**src/rtl/cox_pkg.sv**
```systemverilog
// Package of constants and types for the instruction subset execution block.
package cox_pkg;

  // --------------------------------------------------------------------------
  // Register map
  // --------------------------------------------------------------------------
  localparam logic [3:0] CTRL_OFF = 4'h0;
  localparam logic [3:0] OPER_OFF = 4'h4;
  localparam logic [3:0] FILE_OFF = 4'h8;
  localparam logic [3:0] STAT_OFF = 4'hc;

  // --------------------------------------------------------------------------
  // Field positions
  // --------------------------------------------------------------------------
  localparam int CTRL_GO_BIT = 0;
  localparam int CTRL_DEST_BIT = 1;
  localparam int CTRL_WAKE_BIT = 2;
  localparam int CTRL_OP_LSB = 4;
  localparam int OPER_ACC_LSB = 0;
  localparam int OPER_LIT_LSB = 8;
  localparam int OPER_ADDR_LSB = 16;
  localparam int STAT_C_BIT = 0;
  localparam int STAT_NB_BIT = 1;
  localparam int STAT_Z_BIT = 2;
  localparam int STAT_PWDN_BIT = 3;
  localparam int STAT_TO_BIT = 4;
  localparam int STAT_SLEEP_BIT = 5;
  localparam int STAT_CLRWD_BIT = 6;

  // --------------------------------------------------------------------------
  // Reset values and file register depth
  // --------------------------------------------------------------------------
  localparam logic [7:0] ACC_RST = 8'h00;
  localparam logic [7:0] FILE_RST = 8'h00;
  localparam logic [7:0] WDOG_ZERO = 8'h00;
  localparam logic [7:0] PRESC_ZERO = 8'h00;
  localparam logic PWDN_RST = 1'b1;
  localparam logic TO_RST = 1'b1;
  localparam int FILE_DEPTH = 128;

  // --------------------------------------------------------------------------
  // Operation codes
  // --------------------------------------------------------------------------
  typedef enum logic [2:0] {
    COX_OP_HALT = 3'h0,
    COX_OP_RRC = 3'h1,
    COX_OP_LSUB = 3'h2,
    COX_OP_FSUB = 3'h3,
    COX_OP_FXOR = 3'h4,
    COX_OP_SWAP = 3'h5,
    COX_OP_LXOR = 3'h6
  } cox_op_e;

endpackage : cox_pkg

```
**src/rtl/cox_exec.sv**
```systemverilog
// Execution logic for a small instruction subset, with a Wishbone slave.
//
// Local design decisions: the register offsets and the Wishbone interface to the registers.
`timescale 1ns/1ps

// Notes on behaviour
// RULE_01: Halt clears powerdown_flag, sets watchdog_expiry_flag, no more.
// RULE_02: Halt zeroes watchdog_counter and its prescaler.
// RULE_03: Halt puts the core to sleep, oscillator stopped; nothing executes.
// RULE_04: Rotate right through carry: old carry to bit 7, bit 0 to carry.
// RULE_05: Destination select 0 writes accumulator, 1 writes file register.
// RULE_06: Literal minus accumulator to accumulator, arithmetic flags updated.
// RULE_07: File minus accumulator to destination, arithmetic flags updated.
// RULE_08: Accumulator xor file register to destination, updates Z only.
// RULE_09: Nibble exchange swaps halves of file register, no flags change.
// RULE_10: Accumulator xor literal into accumulator, updates Z only.
// RULE_11: Borrow flags are 1 when accumulator is at most the other operand.
module cox_exec (
  input wire logic clock,
  input wire logic resetn,
  input wire logic [3:0] wb_adr_i,
  input wire logic [31:0] wb_dat_i,
  input wire logic [3:0] wb_sel_i,
  input wire logic wb_we_i,
  input wire logic wb_cyc_i,
  input wire logic wb_stb_i,
  output logic [31:0] wb_dat_o,
  output logic wb_ack_o,
  output logic [7:0] watchdog_counter,
  output logic [7:0] wdog_prescaler,
  output logic sleep_mode,
  output logic osc_run
);

  // --------------------------------------------------------------------------
  // Reset synchroniser
  // --------------------------------------------------------------------------
  logic rst_meta;
  logic rst_sync;

  // The first stage feeds only the second one.
  always_ff @(posedge clock or negedge resetn) begin
    if (!resetn) begin
      rst_meta <= 1'b0;
      rst_sync <= 1'b0;
    end else begin
      rst_meta <= 1'b1;
      rst_sync <= rst_meta;
    end
  end

  // --------------------------------------------------------------------------
  // State
  // --------------------------------------------------------------------------
  logic [7:0] acc, next_acc;
  logic [7:0] lit, next_lit;
  logic [6:0] faddr, next_faddr;
  logic [2:0] opc, next_opc;
  logic dest, next_dest;
  logic borrow_flag, next_borrow_flag;
  logic nibble_borrow_flag, next_nibble_borrow_flag;
  logic result_nil_flag, next_result_nil_flag;
  logic powerdown_flag, next_powerdown_flag;
  logic watchdog_expiry_flag, next_watchdog_expiry_flag;
  logic wdog_clr, next_wdog_clr;
  logic [7:0] next_wdog, next_presc;
  logic next_sleep, next_osc;
  logic [7:0] file_mem [cox_pkg::FILE_DEPTH];
  logic file_we;
  logic [6:0] file_wa;
  logic [7:0] file_wd;
  logic [31:0] next_dat;
  logic next_ack;
  logic [7:0] fval;
  logic [7:0] res;
  logic [8:0] diff;
  logic [4:0] ndiff;
  logic [7:0] sub_a;
  logic acc_word;

  assign fval = file_mem[faddr];
  // The second operand follows the operation carried by the executing write.
  assign sub_a = (wb_dat_i[cox_pkg::CTRL_OP_LSB +: 3] ==
                  3'(cox_pkg::COX_OP_LSUB)) ? lit : fval;
  // Borrow flags set when the subtrahend does not exceed the minuend.
  assign diff = {1'b0, sub_a} - {1'b0, acc}; // [RULE_11]
  assign ndiff = {1'b0, sub_a[3:0]} - {1'b0, acc[3:0]}; // [RULE_11]
  assign acc_word = wb_cyc_i && wb_stb_i && !wb_ack_o;

  // --------------------------------------------------------------------------
  // Next-state logic: bus access and instruction execution
  // --------------------------------------------------------------------------
  always_comb begin
    next_acc = acc;
    next_lit = lit;
    next_faddr = faddr;
    next_opc = opc;
    next_dest = dest;
    next_borrow_flag = borrow_flag;
    next_nibble_borrow_flag = nibble_borrow_flag;
    next_result_nil_flag = result_nil_flag;
    next_powerdown_flag = powerdown_flag;
    next_watchdog_expiry_flag = watchdog_expiry_flag;
    next_wdog_clr = 1'b0;
    next_wdog = watchdog_counter;
    next_presc = wdog_prescaler;
    next_sleep = sleep_mode;
    next_osc = osc_run;
    next_ack = acc_word;
    next_dat = wb_dat_o;
    file_we = 1'b0;
    file_wa = faddr;
    file_wd = 8'h00;
    res = 8'h00;
    if (acc_word) begin
      next_dat = 32'h0000_0000;
      case (wb_adr_i)
        cox_pkg::CTRL_OFF: begin
          next_dat[cox_pkg::CTRL_DEST_BIT] = dest;
          next_dat[cox_pkg::CTRL_OP_LSB +: 3] = opc;
        end
        cox_pkg::OPER_OFF: begin
          next_dat[cox_pkg::OPER_ACC_LSB +: 8] = acc;
          next_dat[cox_pkg::OPER_LIT_LSB +: 8] = lit;
          next_dat[cox_pkg::OPER_ADDR_LSB +: 7] = faddr;
        end
        cox_pkg::FILE_OFF: next_dat[7:0] = fval;
        cox_pkg::STAT_OFF: begin
          next_dat[cox_pkg::STAT_C_BIT] = borrow_flag;
          next_dat[cox_pkg::STAT_NB_BIT] = nibble_borrow_flag;
          next_dat[cox_pkg::STAT_Z_BIT] = result_nil_flag;
          next_dat[cox_pkg::STAT_PWDN_BIT] = powerdown_flag;
          next_dat[cox_pkg::STAT_TO_BIT] = watchdog_expiry_flag;
          next_dat[cox_pkg::STAT_SLEEP_BIT] = sleep_mode;
          next_dat[cox_pkg::STAT_CLRWD_BIT] = wdog_clr;
        end
        default: next_dat = 32'h0000_0000;
      endcase
    end
    if (acc_word && wb_we_i) begin
      case (wb_adr_i)
        cox_pkg::OPER_OFF: begin
          if (wb_sel_i[0]) next_acc = wb_dat_i[7:0];
          if (wb_sel_i[1]) next_lit = wb_dat_i[15:8];
          if (wb_sel_i[2]) next_faddr = wb_dat_i[22:16];
        end
        cox_pkg::FILE_OFF: begin
          file_we = wb_sel_i[0];
          file_wd = wb_dat_i[7:0];
        end
        cox_pkg::STAT_OFF: begin
          if (wb_sel_i[0]) begin
            next_borrow_flag = wb_dat_i[cox_pkg::STAT_C_BIT];
            next_nibble_borrow_flag = wb_dat_i[cox_pkg::STAT_NB_BIT];
            next_result_nil_flag = wb_dat_i[cox_pkg::STAT_Z_BIT];
          end
        end
        cox_pkg::CTRL_OFF: begin
          if (wb_sel_i[0]) begin
            next_dest = wb_dat_i[cox_pkg::CTRL_DEST_BIT];
            next_opc = wb_dat_i[cox_pkg::CTRL_OP_LSB +: 3];
            // Only a wake request leaves the stopped state.
            if (sleep_mode && wb_dat_i[cox_pkg::CTRL_WAKE_BIT]) begin
              next_sleep = 1'b0;
              next_osc = 1'b1;
            end
            // No instruction runs while the oscillator is stopped.
            if (wb_dat_i[cox_pkg::CTRL_GO_BIT] &&
                !sleep_mode) begin // [RULE_03]
              case (wb_dat_i[cox_pkg::CTRL_OP_LSB +: 3])
                cox_pkg::COX_OP_HALT: begin
                  next_powerdown_flag = 1'b0; // [RULE_01]
                  next_watchdog_expiry_flag = 1'b1; // [RULE_01]
                  next_wdog = cox_pkg::WDOG_ZERO; // [RULE_02]
                  next_presc = cox_pkg::PRESC_ZERO; // [RULE_02]
                  next_wdog_clr = 1'b1;
                  next_sleep = 1'b1; // [RULE_03]
                  next_osc = 1'b0; // [RULE_03]
                end
                cox_pkg::COX_OP_RRC: begin
                  res = {borrow_flag, fval[7:1]}; // [RULE_04]
                  next_borrow_flag = fval[0]; // [RULE_04]
                end
                cox_pkg::COX_OP_LSUB, cox_pkg::COX_OP_FSUB: begin
                  res = diff[7:0]; // [RULE_06] [RULE_07]
                  next_borrow_flag = ~diff[8]; // [RULE_11]
                  next_nibble_borrow_flag = ~ndiff[4]; // [RULE_11]
                  next_result_nil_flag = (diff[7:0] == 8'h00);
                end
                cox_pkg::COX_OP_FXOR, cox_pkg::COX_OP_LXOR: begin
                  res = acc ^ sub_a; // [RULE_08] [RULE_10]
                  if (wb_dat_i[cox_pkg::CTRL_OP_LSB +: 3] ==
                      3'(cox_pkg::COX_OP_LXOR)) begin
                    res = acc ^ lit; // [RULE_10]
                  end
                  next_result_nil_flag = (res == 8'h00); // [RULE_08]
                end
                cox_pkg::COX_OP_SWAP: begin
                  res = {fval[3:0], fval[7:4]}; // [RULE_09]
                end
                default: res = 8'h00;
              endcase
              // Literal forms always target the accumulator.
              case (wb_dat_i[cox_pkg::CTRL_OP_LSB +: 3])
                cox_pkg::COX_OP_LSUB, cox_pkg::COX_OP_LXOR: begin
                  next_acc = res; // [RULE_06] [RULE_10]
                end
                cox_pkg::COX_OP_RRC, cox_pkg::COX_OP_FSUB,
                cox_pkg::COX_OP_FXOR, cox_pkg::COX_OP_SWAP: begin
                  if (wb_dat_i[cox_pkg::CTRL_DEST_BIT]) begin // [RULE_05]
                    file_we = 1'b1;
                    file_wd = res;
                  end else begin
                    next_acc = res; // [RULE_05]
                  end
                end
                default: next_acc = acc;
              endcase
            end
          end
        end
        default: next_acc = acc;
      endcase
    end
  end

  // --------------------------------------------------------------------------
  // Registers
  // --------------------------------------------------------------------------
  always_ff @(posedge clock or negedge rst_sync) begin
    if (!rst_sync) begin
      acc <= cox_pkg::ACC_RST;
      lit <= 8'h00;
      faddr <= 7'h00;
      opc <= 3'h0;
      dest <= 1'b0;
      borrow_flag <= 1'b0;
      nibble_borrow_flag <= 1'b0;
      result_nil_flag <= 1'b0;
      powerdown_flag <= cox_pkg::PWDN_RST;
      watchdog_expiry_flag <= cox_pkg::TO_RST;
      wdog_clr <= 1'b0;
      watchdog_counter <= cox_pkg::WDOG_ZERO;
      wdog_prescaler <= cox_pkg::PRESC_ZERO;
      sleep_mode <= 1'b0;
      osc_run <= 1'b1;
      wb_ack_o <= 1'b0;
      wb_dat_o <= 32'h0000_0000;
    end else begin
      acc <= next_acc;
      lit <= next_lit;
      faddr <= next_faddr;
      opc <= next_opc;
      dest <= next_dest;
      borrow_flag <= next_borrow_flag;
      nibble_borrow_flag <= next_nibble_borrow_flag;
      result_nil_flag <= next_result_nil_flag;
      powerdown_flag <= next_powerdown_flag;
      watchdog_expiry_flag <= next_watchdog_expiry_flag;
      wdog_clr <= next_wdog_clr;
      watchdog_counter <= next_wdog;
      wdog_prescaler <= next_presc;
      sleep_mode <= next_sleep;
      osc_run <= next_osc;
      wb_ack_o <= next_ack;
      wb_dat_o <= next_dat;
    end
  end

  // File register array, written by bus or by an instruction result.
  always_ff @(posedge clock or negedge rst_sync) begin
    if (!rst_sync) begin
      for (int i = 0; i < cox_pkg::FILE_DEPTH; i++) begin
        file_mem[i] <= cox_pkg::FILE_RST;
      end
    end else if (file_we) begin
      file_mem[file_wa] <= file_wd;
    end
  end

  // --------------------------------------------------------------------------
  // Assertions
  // --------------------------------------------------------------------------
  logic exec_go;
  logic [2:0] go_op;
  assign exec_go = acc_word && wb_we_i && wb_sel_i[0] &&
                   (wb_adr_i == cox_pkg::CTRL_OFF) &&
                   wb_dat_i[cox_pkg::CTRL_GO_BIT] && !sleep_mode;
  assign go_op = wb_dat_i[cox_pkg::CTRL_OP_LSB +: 3];
endmodule : cox_exec

```
**config.mk**
```make
export PLATFORM = sky130hd
export DESIGN_NAME = cox_exec
export DESIGN_NICKNAME = d
export VERILOG_FILES = /design/src/rtl/cox_pkg.sv /design/src/rtl/cox_exec.sv
export SDC_FILE = /design/constraint.sdc
export NUM_CORES = 2
export LEC_CHECK = 0
export BUFFER_PORTS_ARGS = -buffer_cell sky130_fd_sc_hd__buf_2
export CAP_MARGIN = 20
export CORE_ASPECT_RATIO = 2
export CORE_MARGIN = 4
export CORE_UTILIZATION = 63
export DETAILED_ROUTE_END_ITERATION = 10
export HOLD_SLACK_MARGIN = 0.08
export PLACE_DENSITY = 0.8
export REMOVE_ABC_BUFFERS = 1
export SYNTH_ARGS = -nofsm -noshare
export SYNTH_HDL_FRONTEND = slang
export SYNTH_SLANG_ARGS = --single-unit
```
**constraint.sdc**
```tcl
create_clock -name clock -period 36.1 [get_ports clock]
set_clock_uncertainty 0.2 [all_clocks]
set_input_delay 3.61 -clock clock [delete_from_list [all_inputs] [get_ports clock]]
set_output_delay 3.61 -clock clock [all_outputs]
set_load 0.1 [all_outputs]
```
# Word-level counts from Yosys, hierarchy flattened
# Cells that the tools add are included.
# Widths: inputs -> output; s select.
[classes]
addsub = 2
n_lt_le_gt_ge = 2
eq_ne = 18
n_mux = 64
n_bitwise = 5
reduce_logical = 26
[ops]
columns = ["op", "n"]
rows = [
  ["$bwmux 1024", 1],
  ["$mux 8", 19],
  ["$bmux 8 s7", 1],
  ["$demux 8 s7", 1],
  ["$pmux 8 s2", 3],
  ["$pmux 8 s4", 1],
  ["$mux 1", 26],
  ["$reduce_and 6->1", 3],
  ["$logic_not 8->1", 2],
  ["$xor 8x8->8", 2],
  ["$mux 15", 1],
  ["$pmux 1 s2", 7],
  ["$pmux 3 s4", 1],
  ["$eq 3x3->1 const B", 3],
  ["$ne 3x1->1 const B", 3],
  ["$reduce_and 3->1", 3],
  ["$sub 8x8->9", 1],
  ["$eq 4x4->1 const B", 2],
  ["$ge 8x8->1 const B", 1],
  ["$lt 8x1->1 const B", 1],
  ["$ne 2x2->1 const B", 4],
  ["$not 7->8", 1],
  ["$reduce_and 7->1", 1],
  ["$eq 3x2->1 const B", 2],
  ["other kinds (17)", 27],
]
[totals]
reg_bits = 1084

# Longest topological paths before layout
[depth]
word_depth = 20
ltp_mapped = 27

# Worst setup path before layout
# Ideal clock, no wire load.
[synth_timing]
path_type = "input port to flip-flop"
from = "in wb_dat_i[5]"
to = "reg file_mem[758] in the netlist's numbering"
t_arrival_ns = 7.083
t_required_ns = 35.818
path_slack_ns = 28.735
path_stages = 19
path_buffers = 5
cell_sequence = "clkbuf_1 -> buf_1 -> nand3_1 -> clkbuf_1 -> o21ai_0 -> ha_1 -> inv_1 -> fa_1 -> nand2_1 -> nand2_1 -> a21oi_1 -> o21bai_1 -> a21oi_1 -> xnor2_1 -> nand2_1 -> a311o_1 -> buf_2 -> buf_4 -> a31oi_1"
[synth_via]
elab_chain_len = 17
[synth_rtl]
columns = ["element", "line", "rtl"]
rows = [
  ["from (decl)", "cox_exec.sv:22", "input wire logic [31:0] wb_dat_i,"],
  ["$eq 3x2->1", "cox_exec.sv:83, cox_exec.sv:170", ""],
  ["$mux 8", "cox_exec.sv:84", "3'(cox_pkg::COX_OP_LSUB)) ? lit : fval;"],
  ["$xor 8x8->8", "cox_exec.sv:191", "res = acc ^ sub_a;"],
  ["$mux 8", "cox_exec.sv:192", "if (wb_dat_i[cox_pkg::CTRL_OP_LSB +: 3] =="],
  ["$mux 8", "cox_exec.sv:170", "case (wb_dat_i[cox_pkg::CTRL_OP_LSB +: 3])"],
  ["$mux 8", "cox_exec.sv:168", "if (wb_dat_i[cox_pkg::CTRL_GO_BIT] &&"],
  ["$mux 8", "cox_exec.sv:159", "if (wb_sel_i[0]) begin"],
  ["$mux 8", "cox_exec.sv:141", "case (wb_adr_i)"],
  ["$mux 8", "cox_exec.sv:140", "if (acc_word && wb_we_i) begin"],
  ["$pmux 8 s4", "cox_exec.sv:170", ""],
  ["$mux 8", "cox_exec.sv:210", "if (wb_dat_i[cox_pkg::CTRL_DEST_BIT]) begin"],
  ["$mux 8", "cox_exec.sv:204", "case (wb_dat_i[cox_pkg::CTRL_OP_LSB +: 3])"],
  ["$mux 8", "cox_exec.sv:168", ""],
  ["$mux 8", "cox_exec.sv:159", ""],
  ["$pmux 8 s2", "cox_exec.sv:141", ""],
  ["$mux 8", "cox_exec.sv:140", ""],
  ["$bwmux 1024", "cox_exec.sv:277", "file_mem[file_wa] <= file_wd;"],
  ["to (signal, indexed assignment)", "cox_exec.sv:274", "file_mem[i] <= cox_pkg::FILE_RST;"],
  ["to (signal, indexed assignment)", "cox_exec.sv:277", ""],
  ["to (decl)", "cox_exec.sv:68", "logic [7:0] file_mem [cox_pkg::FILE_DEPTH];"],
]
# Several ways; a longest one is shown, not always the timed one. The select of a mux whose other input is x is not followed.
# A chain may end at the register's enable or synchronous reset.

# Final worst setup path
[layout_timing]
from = "reg faddr[0]"
to = "reg file_mem[70] in the netlist's numbering"
[layout_via]
elab_chain_len = 20
[layout_rtl]
columns = ["element", "line", "rtl"]
rows = [
  ["from (decl)", "cox_exec.sv:57", "logic [6:0] faddr, next_faddr;"],
  ["from (signal assigned)", "cox_exec.sv:252", "faddr <= next_faddr;"],
  ["$not 7->8 (not written as such) (*)", "cox_exec.sv:81, cox_exec.sv:277", ""],
  ["$bmux 8 s7", "cox_exec.sv:81", "assign fval = file_mem[faddr];"],
  ["$mux 8 (not written as such) (2 in series)", "cox_exec.sv:81", ""],
  ["$mux 8", "cox_exec.sv:84", ""],
  ["$xor 8x8->8", "cox_exec.sv:191", ""],
  ["$mux 8", "cox_exec.sv:192", ""],
  ["$mux 8", "cox_exec.sv:170", ""],
  ["$mux 8", "cox_exec.sv:168", ""],
  ["[3 not listed]", "n/a", ""],
  ["$pmux 8 s4", "cox_exec.sv:170", ""],
  ["$mux 8", "cox_exec.sv:210", ""],
  ["$mux 8", "cox_exec.sv:204", ""],
  ["$mux 8", "cox_exec.sv:168", ""],
  ["$mux 8", "cox_exec.sv:159", ""],
  ["$pmux 8 s2", "cox_exec.sv:141", ""],
  ["$mux 8", "cox_exec.sv:140", ""],
  ["$bwmux 1024 (*)", "cox_exec.sv:277", ""],
]
# Every way passes the cells marked *; elsewhere a longest branch is shown, timed or not. The select of a mux whose other input is x is not followed.

==> flow_summary_export.csv <==
group,metric,value,unit
hold_path,hp-class,"flip-flop to flip-flop",
worst_setup_path,critPathMaxFanout,80,
routing,vias,43700,
yosys,yosysSeqAreaShare,54.0,%
cts,cts_resized,0,
routing,post_drt_wl_per_cell,29.1,µm
yosys,syn_area,50300,µm²
yosys,synth-seq-cells,1084,
yosys,yosysWarnings,0,
sta,period_needed,10.05,ns
yosys,synth-xor-area-share,0.261,%
sta,maxSlewViolCount,0,
worst_setup_path,crit_start,"faddr[0]",
yosys,async_flop_share,100,%
placed_design,place.gp.congestion,0.998,
sta,rsz0062_at_grt,"false",
power_and_ir_drop,power.density,47.0,nW/µm²
flow_run,cap_violations,0,
grt,track_usage,41.7,%
power_and_ir_drop,power.leakage,0.0244,µW
cts,path_clk_slew,0.07,ns
sta,finalSetupViolations,0,
cts,cts.path.max_buffers,3,
worst_setup_path,max_stage_delay,0.83,ns
routing,drt_iter0_markers,6260,
finish,drive_above_1_share,11.8,%
sta,hold_viol_final,0,
worst_setup_path,slowest_stage,"dfrtp_4",
floorplanning,die_w,208,µm
worst_setup_path,critPathMostFrequentCell,"buf_4",
worst_setup_path,r2r_cells,25,
finish,final_cell_mix,"1241 x nor2_1, 1078 x dfrtp_1, 765 x a21oi_1, 401 x a31oi_1, 183 x buf_4",
worst_setup_path,endpoint_kind,"flip-flop",
yosys,syn_inst,5219,
sta,fin_tns_setup,0,ns
sta,max_freq,99.5,MHz
sta,maxSlewHeadroom,18.8,%
routing,vias_per_cell,7.04,
cts,clock-sinks,1084,
yosys,synth_top_family_by_area,"compound AO/OA/AOI/OAI gates",
worst_setup_path,worstPathArrival,10.36,ns
worst_setup_path,cp_top_family,"compound AO/OA/AOI/OAI gates",
finish,area_growth_syn_to_layout,8.44,%
placed_design,io_buffers,60,
finish,final_common_cell,"nor2_1",
routing,wl,181,mm
yosys,synth_compound_area_share,21.2,%
floorplanning,dieArea,84700,µm²
worst_setup_path,critPathRequiredTime,36.41,ns
worst_setup_path,r2r-start,"faddr[0]",
grt,grt_pass1_wl,268,mm
yosys,ys_types,87,
yosys,synth-edff-count,0,
cts,cts_tree,"done",
cts,postCtsSetupBuffers,0,
worst_setup_path,worst-path-buf-inv,6,
cts,cts_hold_buf,0,
cts,root_buffer,"clkbuf_16",
cts,cts_buffers,92,
yosys,postSynthAreaPerCell,9.63,µm²
yosys,yosys.area_share.simple,13.7,%
status,outcome,"finished, final reports clean",
yosys,ys.flop_type,"dfrtp_1",
routing,drcViolationCount,0,
worst_setup_path,start_kind,"flip-flop",
placed_design,place.detailed.hpwl,112,mm
worst_setup_path,worst-r2r-setup-slack,26.05,ns
finish,fin_nets,5147,
routing,drtPass1Iterations,7,
finish,fillerInstances,5854,
grt,grt_max_degree,185,
grt,grt_pass1_vias,42500,
worst_setup_path,critical_path.endpoint,"file_mem[70]",
power_and_ir_drop,ir_drop,42.6,µV
sta,period_share,27.8,%
worst_setup_path,r2r_end,"file_mem[70]",
cts,htreeDepth,3,
floorplanning,ios,96,
grt,grt-ovfl-total,0,
cts,clock_latency,0.72,ns
floorplanning,initial_core_util,63.6,%
yosys,synthMuxAreaShare,5.15,%
floorplanning,fp-row-count,146,
worst_setup_path,critical_path_depth,25,
floorplanning,core-area,79100,µm²
grt,antenna_found_initial,6,
floorplanning,die_y,408,µm
power_and_ir_drop,finalPower,2560,µW
routing,ant_nets,0,
sta,tightestPinTransition,1.22,ns
worst_setup_path,critPathKind,"flip-flop to flip-flop",
yosys,synth_fa_ha_area_share,0.264,%
worst min path at each step:
stage	startpoint	endpoint	depth (start not counted)
finish	rst_meta	rst_sync	0
floorplan	rst_meta	rst_sync	0
detailed placement	rst_meta	rst_sync	0
global route	rst_meta	rst_sync	0
CTS	rst_meta	rst_sync	0
global placement	rst_meta	rst_sync	0
logic make-up (layout without fill, tap and decap cells):
logic type / count (synthesis) / count (layout)
AO/OA/AOI/OAI: 1727 / 1727
AND/OR/NAND/NOR: 1654 / 1654
flip-flops: 1084 / 1084
buffers and inverters: 538 / 462
multiplexers: 189 / 189
XOR/XNOR: 15 / 15
adder cells (fa/ha/maj): 10 / 10
other: 2 / 31
flip-flops by register name, indices dropped and copies added (netlist names), 3 cells and up:
signal	cells
acc	8
faddr	7
file_mem	1024
lit	8
opc	3
wb_dat_o	23
metrics by stage:
| stage | utilization (%) | cells | worst slack (ns) | instance area, µm² | hold slack (ns) |
|---|---|---|---|---|---|
| 2_1_floorplan | - | 4724 | 3.45 | 47700 | 0.131 |
| 3_3_place_gp | 63.9 | 5951 | 26.59 | 50600 | 0.141 |
| 6_report | 68.9 | 6208 | 26.05 | 54500 | 0.168 |
| 4_1_cts | 68.1 | 6131 | 26.43 | 53900 | 0.169 |
| 5_1_grt | 68.9 | 6204 | 26.08 | 54500 | 0.170 |
| 3_5_place_dp | 64.0 | 5962 | 26.49 | 50700 | 0.154 |
power by group:
group          switching, µW  internal, µW  total [µW]
registers               12.1          1220        1230
clock network            474           600        1070
logic                    194          61.5         256
total                    680          1880        2560
final cells by class:
type,instances,area [µm²],area share (%)
diodes,5,12.5,0.0229
clock buffers,135,2780,5.09
clock inverters,34,444,0.815
inverters,19,73.8,0.135
multi-input cells,3621,20700,37.9
flip-flops and latches,1084,27100,49.8
well taps,1036,1300,2.38
repair buffers,274,2080,3.82
synthesized netlist by cell type, drive strengths merged (17+ instances only):
| master | count | area [µm²] |
|---|---|---|
| nor2 | 1243 | 4670 |
| a21oi | 765 | 3830 |
| o211ai | 18 | 135 |
| mux4 | 48 | 1080 |
| buf | 258 | 1680 |
| nor3 | 31 | 155 |
| clkbuf | 261 | 980 |
| a22oi | 142 | 1070 |
| o221ai | 19 | 166 |
| mux2 | 79 | 890 |
| nand3 | 46 | 230 |
| a31oi | 401 | 2510 |
| nor2b | 26 | 165 |
| o21ai | 76 | 380 |
| mux2i | 62 | 621 |
| a211oi | 35 | 263 |
| o22ai | 27 | 169 |
| nand2b | 40 | 250 |
| dfrtp | 1082 | 27100 |
| a22o | 17 | 149 |
| a221o | 24 | 240 |
| a221oi | 115 | 1010 |
| nand4 | 19 | 125 |
| nand2 | 164 | 616 |
| inv | 19 | 71.3 |
metal layers:
metal / up-vias / wire length, µm / part of all wire (%) / global-route usage [%]
met4: 2 / 23100 / 13 / 39.1
li1: 18400 / - / - / -
met3: 1133 / 19700 / 11 / 10.2
met5: - / 13 / 0.0072 / 0
met2: 3164 / 81600 / 45 / 64.9
met1: 21000 / 56200 / 31 / 46.8
No activity file was read; power rests on OpenSTA's default activity.
